--- config.mk ---
export PLATFORM = sky130hd
export DESIGN_NAME = ocd_top
export DESIGN_NICKNAME = d
export VERILOG_FILES = /design/src/core/ocd_pkg.sv /design/src/core/ocd_top.sv /design/src/core/ocd_divider.sv
export SDC_FILE = /design/constraint.sdc
export NUM_CORES = 1
export LEC_CHECK = 0
export BUFFER_PORTS_ARGS = -buffer_cell sky130_fd_sc_hd__buf_4
export CORE_ASPECT_RATIO = 0.75
export CORE_MARGIN = 2
export CORE_UTILIZATION = 54
export CTS_CLUSTER_DIAMETER = 120
export DETAILED_ROUTE_END_ITERATION = 7
export GPL_TIMING_DRIVEN = 0
export PLACE_DENSITY = 0.86
export SYNTH_ARGS = -nofsm -noshare
export SYNTH_HDL_FRONTEND = slang
export SYNTH_HIERARCHICAL = 1
export SYNTH_SLANG_ARGS = --single-unit
--- constraint.sdc ---
create_clock -name clk_in -period 4.1 [get_ports clk_in]
set_clock_uncertainty 0.2 [all_clocks]
set_input_delay 0.205 -clock clk_in [delete_from_list [all_inputs] [get_ports clk_in]]
set_output_delay 0.205 -clock clk_in [all_outputs]
set_load 0.1 [all_outputs]
--- src/core/ocd_pkg.sv ---
// package: register map, field layout and encodings of the output channel block
package ocd_pkg;
  // register indexes; the bus sees four bytes per index
  localparam logic [11:0] OCD_IDX_CH5_DIV  = 12'h028;
  localparam logic [11:0] OCD_IDX_CH6_CTL  = 12'h029;
  localparam logic [11:0] OCD_ADDR_CH5_DIV = OCD_IDX_CH5_DIV << 2;
  localparam logic [11:0] OCD_ADDR_CH6_CTL = OCD_IDX_CH6_CTL << 2;
  localparam logic [11:0] OCD_ADDR_REF_CTL = 12'h100;
  localparam logic [11:0] OCD_ADDR_STATUS  = 12'h104;
  localparam logic [7:0] OCD_CH5_DIV_RST = 8'h02;
  localparam logic [7:0] OCD_CH6_CTL_RST = 8'h18;
  localparam int OCD_SRC_HI   = 7;
  localparam int OCD_SRC_LO   = 6;
  localparam int OCD_FMT_HI   = 5;
  localparam int OCD_FMT_LO   = 4;
  localparam int OCD_MA_HI    = 3;
  localparam int OCD_MA_LO    = 2;
  localparam int OCD_MB_HI    = 1;
  localparam int OCD_MB_LO    = 0;
  localparam logic [1:0] OCD_SRC_RST = 2'h0;
  localparam logic [1:0] OCD_FMT_RST = 2'h1;
  localparam logic [1:0] OCD_MA_RST  = 2'h2;
  localparam logic [1:0] OCD_MB_RST  = 2'h0;
  localparam int OCD_DBL_BIT = 0;

  typedef enum logic [1:0] {
    OCD_SRC_SYNTH1 = 2'h0,
    OCD_SRC_SYNTH2 = 2'h1,
    OCD_SRC_PRIREF = 2'h2,
    OCD_SRC_SECREF = 2'h3
  } ocd_src_t;

  typedef enum logic [1:0] {
    OCD_FMT_OFF  = 2'h0,
    OCD_FMT_AC   = 2'h1,
    OCD_FMT_HCSL = 2'h2,
    OCD_FMT_CMOS = 2'h3
  } ocd_fmt_t;

  // divider in effect only on a synthesizer source
  function automatic logic ocd_is_synth(input logic [1:0] src);
    return (src == OCD_SRC_SYNTH1) || (src == OCD_SRC_SYNTH2);
  endfunction
endpackage

--- src/core/ocd_top.sv ---
// output channel divider and channel 6 output control with apb registers
//
// Register access over APB was chosen for this implementation.
module ocd_top
  import ocd_pkg::*;
(
  // clock, reset, enable
  input  wire logic        clk_in,
  input  wire logic        reset_in,
  input  wire logic        ce_in,
  // apb slave
  input  wire logic        psel_in,
  input  wire logic        penable_in,
  input  wire logic        pwrite_in,
  input  wire logic [11:0] paddr_in,
  input  wire logic [31:0] pwdata_in,
  input  wire logic [3:0]  pstrb_in,
  output logic [31:0]      prdata_out,
  output logic             pready_out,
  output logic             pslverr_out,
  // clock sources (asynchronous, synchronised here)
  input  wire logic        synth1_clk_in,
  input  wire logic        synth2_clk_in,
  input  wire logic        priref_clk_in,
  input  wire logic        secref_clk_in,
  // channel 6 output
  output logic             ch6_clk_p_out,
  output logic             ch6_clk_n_out,
  output logic             ch6_p_oe_n_out,
  output logic             ch6_n_oe_n_out,
  output logic [1:0]       ch6_format_out,
  output logic [1:0]       ch6_tail_sel_out,
  output logic [1:0]       ch6_hcsl_load_out,
  output logic             ch6_div_active_out
);
  typedef struct packed {
    // software registers
    logic [7:0]  ch5_div;
    logic [7:0]  ch6_ctl;
    logic        dbl_en;
    // two-flop synchronisers and edge history of the source clocks
    logic [3:0]  sync1;
    logic [3:0]  sync2;
    logic [3:0]  last;
    // divided output level and bus read latch
    logic        out_lvl;
    logic [31:0] rdata;
  } ocd_state_t;

  ocd_state_t s_q;
  ocd_state_t s_d;

  logic        div_tick;
  logic [1:0]  src_edge;
  logic [1:0]  src_sel;
  logic [1:0]  fmt;
  logic [1:0]  mode_a;
  logic [1:0]  mode_b;
  logic        on_synth;
  logic        src_tick;
  logic        apb_acc;
  logic        wr_en;
  logic        rd_setup;
  logic        hit;
  logic [31:0] rd_word;

  // both cmos pins share one decode: 0 tristate, 1 low, 2 inverted, 3 true
  function automatic logic cmos_level(input logic [1:0] mode, input logic lvl);
    return mode[1] && (lvl ^ !mode[0]);
  endfunction

  function automatic logic cmos_oe_n(input logic [1:0] mode);
    return mode == 2'h0;
  endfunction

  // a doubled reference ticks on both edges, a plain one on rising edges only
  function automatic logic ref_tick(input logic dbl, input logic now, input logic prev);
    return dbl ? (now ^ prev) : (now && !prev);
  endfunction

  // only exact word addresses hit, so a misaligned access answers with an error
  function automatic logic is_mapped(input logic [11:0] addr);
    return addr == OCD_ADDR_CH5_DIV || addr == OCD_ADDR_CH6_CTL ||
           addr == OCD_ADDR_REF_CTL || addr == OCD_ADDR_STATUS;
  endfunction

  assign src_sel  = s_q.ch6_ctl[OCD_SRC_HI:OCD_SRC_LO];
  assign fmt      = s_q.ch6_ctl[OCD_FMT_HI:OCD_FMT_LO];
  assign mode_a   = s_q.ch6_ctl[OCD_MA_HI:OCD_MA_LO];
  assign mode_b   = s_q.ch6_ctl[OCD_MB_HI:OCD_MB_LO];
  assign on_synth = ocd_is_synth(src_sel);
  assign src_edge = s_q.sync2[1:0] & ~s_q.last[1:0];
  assign apb_acc  = psel_in && penable_in;
  assign wr_en    = apb_acc && pwrite_in && pstrb_in[0];
  assign rd_setup = psel_in && !penable_in && !pwrite_in;
  assign hit      = is_mapped(paddr_in);

  // doubled reference: tick on both edges when the doubler is enabled
  always_comb begin
    src_tick = 1'b0;
    unique case (src_sel)
      OCD_SRC_SYNTH1: src_tick = src_edge[0];
      OCD_SRC_SYNTH2: src_tick = src_edge[1];
      OCD_SRC_PRIREF: src_tick = ref_tick(s_q.dbl_en, s_q.sync2[2], s_q.last[2]);
      OCD_SRC_SECREF: src_tick = ref_tick(s_q.dbl_en, s_q.sync2[3], s_q.last[3]);
    endcase
  end

  // the channel 6 divider register lies outside this block, so channel 5 setting is the ratio fed here
  // bypass wins over any code, so a reference source never sees the divider
  ocd_divider #(
    .WIDTH (8)
  ) u_div (
    .clk_in    (clk_in),
    .reset_in  (reset_in),
    .ce_in     (ce_in),
    .tick_in   (src_tick),
    .bypass_in (!on_synth),
    .code_in   (s_q.ch5_div),
    .tick_out  (div_tick)
  );

  always_comb begin
    s_d = s_q;
    // only the second stage feeds edge logic; the first may still be settling
    s_d.sync1 = {secref_clk_in, priref_clk_in, synth2_clk_in, synth1_clk_in};
    s_d.sync2 = s_q.sync1;
    s_d.last  = s_q.sync2;
    // the pin toggles per divided tick, so it runs at half the tick rate
    if (div_tick) begin
      s_d.out_lvl = !s_q.out_lvl;
    end
    // writes need byte lane 0: every register is the low byte of its word
    if (wr_en) begin
      unique case (paddr_in)
        OCD_ADDR_CH5_DIV: s_d.ch5_div = pwdata_in[7:0];
        OCD_ADDR_CH6_CTL: s_d.ch6_ctl = pwdata_in[7:0];
        OCD_ADDR_REF_CTL: s_d.dbl_en  = pwdata_in[OCD_DBL_BIT];
        default: ;
      endcase
    end
    s_d.rdata = 32'h0000_0000;
    if (rd_setup) begin
      s_d.rdata = rd_word;
    end
  end

  // read mux apart from the state update; unmapped addresses read as zero
  // status: bit 2 output level, bit 1 synthesizer source, bit 0 doubler
  always_comb begin
    rd_word = 32'h0000_0000;
    unique case (paddr_in)
      OCD_ADDR_CH5_DIV: rd_word = {24'h00_0000, s_q.ch5_div};
      OCD_ADDR_CH6_CTL: rd_word = {24'h00_0000, s_q.ch6_ctl};
      OCD_ADDR_REF_CTL: rd_word = {31'h0, s_q.dbl_en};
      OCD_ADDR_STATUS:  rd_word = {29'h0, s_q.out_lvl, on_synth, s_q.dbl_en};
      default: ;
    endcase
  end

  // reset loads constants only; ce low freezes every field, synchronisers too
  always_ff @(posedge clk_in) begin
    if (reset_in) begin
      s_q <= '0;
      s_q.ch5_div <= OCD_CH5_DIV_RST;
      s_q.ch6_ctl <= OCD_CH6_CTL_RST;
    end else if (ce_in) begin
      s_q <= s_d;
    end
  end

  // read data registered in setup phase, so access answers at once
  assign prdata_out  = s_q.rdata;
  // no wait states: every access ends in its first cycle
  assign pready_out  = 1'b1;
  assign pslverr_out = apb_acc && !hit;

  // driver: format gates enables; mode a steers p pin, mode b n pin or hcsl load
  always_comb begin
    ch6_clk_p_out  = 1'b0;
    ch6_clk_n_out  = 1'b0;
    ch6_p_oe_n_out = 1'b1;
    ch6_n_oe_n_out = 1'b1;
    unique case (fmt)
      OCD_FMT_OFF: ;
      OCD_FMT_AC: begin
        ch6_clk_p_out  = s_q.out_lvl;
        ch6_clk_n_out  = !s_q.out_lvl;
        ch6_p_oe_n_out = 1'b0;
        ch6_n_oe_n_out = 1'b0;
      end
      // hcsl leaves n undriven while its load code is tristate
      OCD_FMT_HCSL: begin
        ch6_clk_p_out  = s_q.out_lvl;
        ch6_clk_n_out  = !s_q.out_lvl;
        ch6_p_oe_n_out = 1'b0;
        ch6_n_oe_n_out = (mode_b == 2'h0);
      end
      OCD_FMT_CMOS: begin
        ch6_p_oe_n_out = cmos_oe_n(mode_a);
        ch6_clk_p_out  = cmos_level(mode_a, s_q.out_lvl);
        ch6_n_oe_n_out = cmos_oe_n(mode_b);
        ch6_clk_n_out  = cmos_level(mode_b, s_q.out_lvl);
      end
    endcase
  end

  assign ch6_format_out     = fmt;
  assign ch6_tail_sel_out   = mode_a;
  assign ch6_hcsl_load_out  = (fmt == OCD_FMT_HCSL) ? mode_b : 2'h0;
  assign ch6_div_active_out = on_synth && (s_q.ch5_div != 8'h00);
endmodule

--- src/core/ocd_divider.sv ---
// clock-enable divider: pulse every ratio input clocks, or every clock when bypassed
module ocd_divider
  import ocd_pkg::*;
#(
  parameter int WIDTH = 8
) (
  // clock and control
  input  wire logic             clk_in,
  input  wire logic             reset_in,
  input  wire logic             ce_in,
  // source tick and divider setting
  input  wire logic             tick_in,
  input  wire logic             bypass_in,
  input  wire logic [WIDTH-1:0] code_in,
  // divided tick
  output logic                  tick_out
);
  typedef struct packed {
    logic [WIDTH-1:0] cnt;
    logic             tick;
  } ocd_div_state_t;

  ocd_div_state_t s_q;
  ocd_div_state_t s_d;

  always_comb begin
    s_d = s_q;
    s_d.tick = 1'b0;
    if (tick_in) begin
      if (bypass_in || code_in == '0) begin
        s_d.cnt = '0;
        s_d.tick = 1'b1;
      // code n divides by n+1: count 0..n
      end else if (s_q.cnt >= code_in) begin
        s_d.cnt = '0;
        s_d.tick = 1'b1;
      end else begin
        s_d.cnt = s_q.cnt + 1'b1;
      end
    end
  end

  always_ff @(posedge clk_in) begin
    if (reset_in) begin
      s_q <= '0;
    end else if (ce_in) begin
      s_q <= s_d;
    end
  end

  assign tick_out = s_q.tick;
endmodule

==> results.tsv <==
metric	value	unit
clockBufferDepth	2	
antenna_found_initial	0	
firstDrtPassIters	4	
power_density	268.9	nW/um^2
wl	6.231	mm
clock_latency	0.31	ns
ios	103	
multi_input_area	1613	sq um
critPathKind	flip-flop to flip-flop	
antenna_cells	0	
whs	0.002651	ns
startpoint_type	flip-flop	
netlist_instances	322	
grt_pass1_wl	10.21	mm
async_flop_share	0	
met2_usage	0.3854	
clkSinkCount	47	
slew_headroom	0.5483	
yosys_warnings	6	
arrival	2.49	ns
crit_path_end_kind	flip-flop	
synth-edff-count	0	
clk_pin_slew	0.09	ns
core	5010	sq um
cts_htree_levels	2	
grt_busiest_layer	met2	
synthFlopType	dfxtp_1	
ys_types	47	
routedWlPerCell	12.87	um
hold_viol_final	0	
chipWidth	88.06	um
via_count	2402	
die_area	5903	sq um
p_leak	1.589	nW
grt_max_degree	16	
min_path_type	input port to flip-flop	
fp-row-count	22	
hpwl	4.719	mm
cts_tree	built	
initial_core_util	0.5712	
die_h	67.04	um
cts_buffers	5	
period_needed	2.458	ns
final.setup.tns	0	ns
via_per_inst	4.963	
detail-route-antenna-nets	0	
drcViolationCount	0	
setup_viol	0	
met3_usage	0.04461	
final_cell_area	3605	sq um
fin_nets	483	
first_global_vias	2309	
routabilityCongestion	0.8473	
nFillCells	408	
required	4.13	ns
port_buffers	49	
drt_iter0_markers	81	
yosysSeqAreaShare	0.3288	
clockRootBuffer	clkbuf_8	
rsz0062_at_grt	false	
syn_avg_cell_area	8.887	sq um
gr-total-overflow	0	
drv_cap	0	
post_cts_resized	0	
status	complete, no violations	
syn2layout_area_growth	25.97	%
drive_gt1_frac	0.2718	
period_share	0.5996	
maxSlewViolCount	0	
p_total	0.0009694	W
grt_use_met1	0.2770	
place_area	3406	sq um
grt_usage	0.2215	
path_max_fanout	9	
ys_seq_elements	47	
synth_area	2861	sq um
seq_area	940.9	sq um
max_freq	406.8	MHz
worst_slew_pin_slew	0.6775	ns
ir_drop	0.0001953	V
[worst max-delay path, cell delays in order, from the launching register on]
cell and delay (ns):
dfxtp_1 0.34, inv_1 0.05, ha_1 0.29, mux4_2 0.46
a21oi_1 0.22, nand2_2 0.18, nor3_2 0.26, nand3_1 0.11
xor2_1 0.16, nor3_1 0.11
[cell families (layout without fill, tap and decap cells)]
kind of cell / after synthesis / after routing / synth area share
AO/OA/AOI/OAI: 40 / 40 / 0.1014
XOR/XNOR: 7 / 7 / 0.02143
adder cells (fa/ha/maj): 14 / 14 / 0.06122
buffers and inverters: 65 / 132 / 0.1377
flip-flops: 47 / 47 / 0.3288
multiplexers: 33 / 33 / 0.1198
other: 2 / 25 / 0.002625
AND/OR/NAND/NOR: 114 / 114 / 0.2269
[cells in the final DEF (no fill, tap or decap), types with 3 or more instances in the layout]
master	Yosys	final
a21oi_1	13	13
a311oi_1	3	3
and2_1	4	4
buf_4	40	89
clkbuf_1	7	7
clkbuf_8	0	6
conb_1	2	25
dfxtp_1	47	47
dlygate4sd3_1	0	10
ha_1	14	14
inv_1	16	16
mux2i_1	32	32
nand2_1	15	15
nand2b_1	20	20
nand3_1	8	8
nand3b_1	3	3
nand4_1	4	4
nor2_1	31	31
nor2b_1	4	4
nor3_1	5	5
nor3b_1	3	3
nor4_2	3	3
o21ai_0	11	11
xnor2_1	5	5
[final cells by class]
| class | instances | share of cell area |
|---|---|---|
| well taps | 72 | 0.02499 |
| clock buffers | 6 | 0.02291 |
| flip-flops and latches | 47 | 0.2610 |
| inverters | 16 | 0.01666 |
| plain buffers | 49 | 0.09268 |
| clock inverters | 2 | 0.004512 |
| repair buffers | 59 | 0.1298 |
| multi-input cells | 233 | 0.4474 |
[routing by layer]
layer / vias up / wire length (um)
li1: 1222 / -
met1: 1096 / 2892
met2: 73 / 2891
met3: 11 / 347
met4: 0 / 99
met5: - / 0
[power breakdown]
part	switching, W	internal [W]	total (W)
Sequential	0.00000283	0.000461	0.000463
Clock	0.000166	0.000138	0.000304
Combinational	0.000142	0.0000595	0.000202
Total	0.000311	0.000658	0.000969
[state kept, by name, indices dropped and copies added, names as in the netlist]
register	flops
s_q	16
prdata_out	8
s_d	8
u_div/s_q	8
ch6_format_out	2
ch6_tail_sel_out	2
mode_b	2
u_div/tick_out	1
[cells in the mapped netlist (3+ instances only)]
| cell | count | area (sq um) |
|---|---|---|
| dfxtp_1 | 47 | 940.9 |
| buf_4 | 40 | 300.3 |
| mux2i_1 | 32 | 320.3 |
| nor2_1 | 31 | 116.4 |
| nand2b_1 | 20 | 125.1 |
| inv_1 | 16 | 60.06 |
| nand2_1 | 15 | 56.30 |
| ha_1 | 14 | 175.2 |
| a21oi_1 | 13 | 65.06 |
| o21ai_0 | 11 | 55.05 |
| nand3_1 | 8 | 40.04 |
| clkbuf_1 | 7 | 26.28 |
| nor3_1 | 5 | 25.02 |
| xnor2_1 | 5 | 43.79 |
| and2_1 | 4 | 25.02 |
| nand4_1 | 4 | 25.02 |
| nor2b_1 | 4 | 25.02 |
| a311oi_1 | 3 | 26.28 |
| nand3b_1 | 3 | 22.52 |
| nor3b_1 | 3 | 22.52 |
| nor4_2 | 3 | 37.54 |
[final timing paths]
| kind | start | end | slack [ns] | cells past startpoint |
|---|---|---|---|---|
| min reg2reg | prdata_out[5] | prdata_out[5] | 0.27 | 2 |
| max | s_q[35] | u_div/s_q[8] | 1.64 | 9 |
| max reg2reg | s_q[35] | u_div/s_q[8] | 1.64 | 9 |
| min | pwdata_in[2] | s_q[56] | 0.003 | 3 |
[per-stage QoR]
stage          worst slack (ns)  std cells  utilization
2_1_floorplan            0.8213        345            -
3_3_place_gp              1.696        466       0.6798
3_5_place_dp              1.694        466       0.6798
4_1_cts                   1.649        484       0.7195
5_1_grt                   1.482        484       0.7195
6_report                  1.642        484       0.7195
[timing repair]
item                                   in CTS  in global routing
hold buffers                               10                  0
endpoints found under the hold margin      14                  0
buffers inserted                            0                  0
Note: power is estimated with default switching activity, not from simulation.
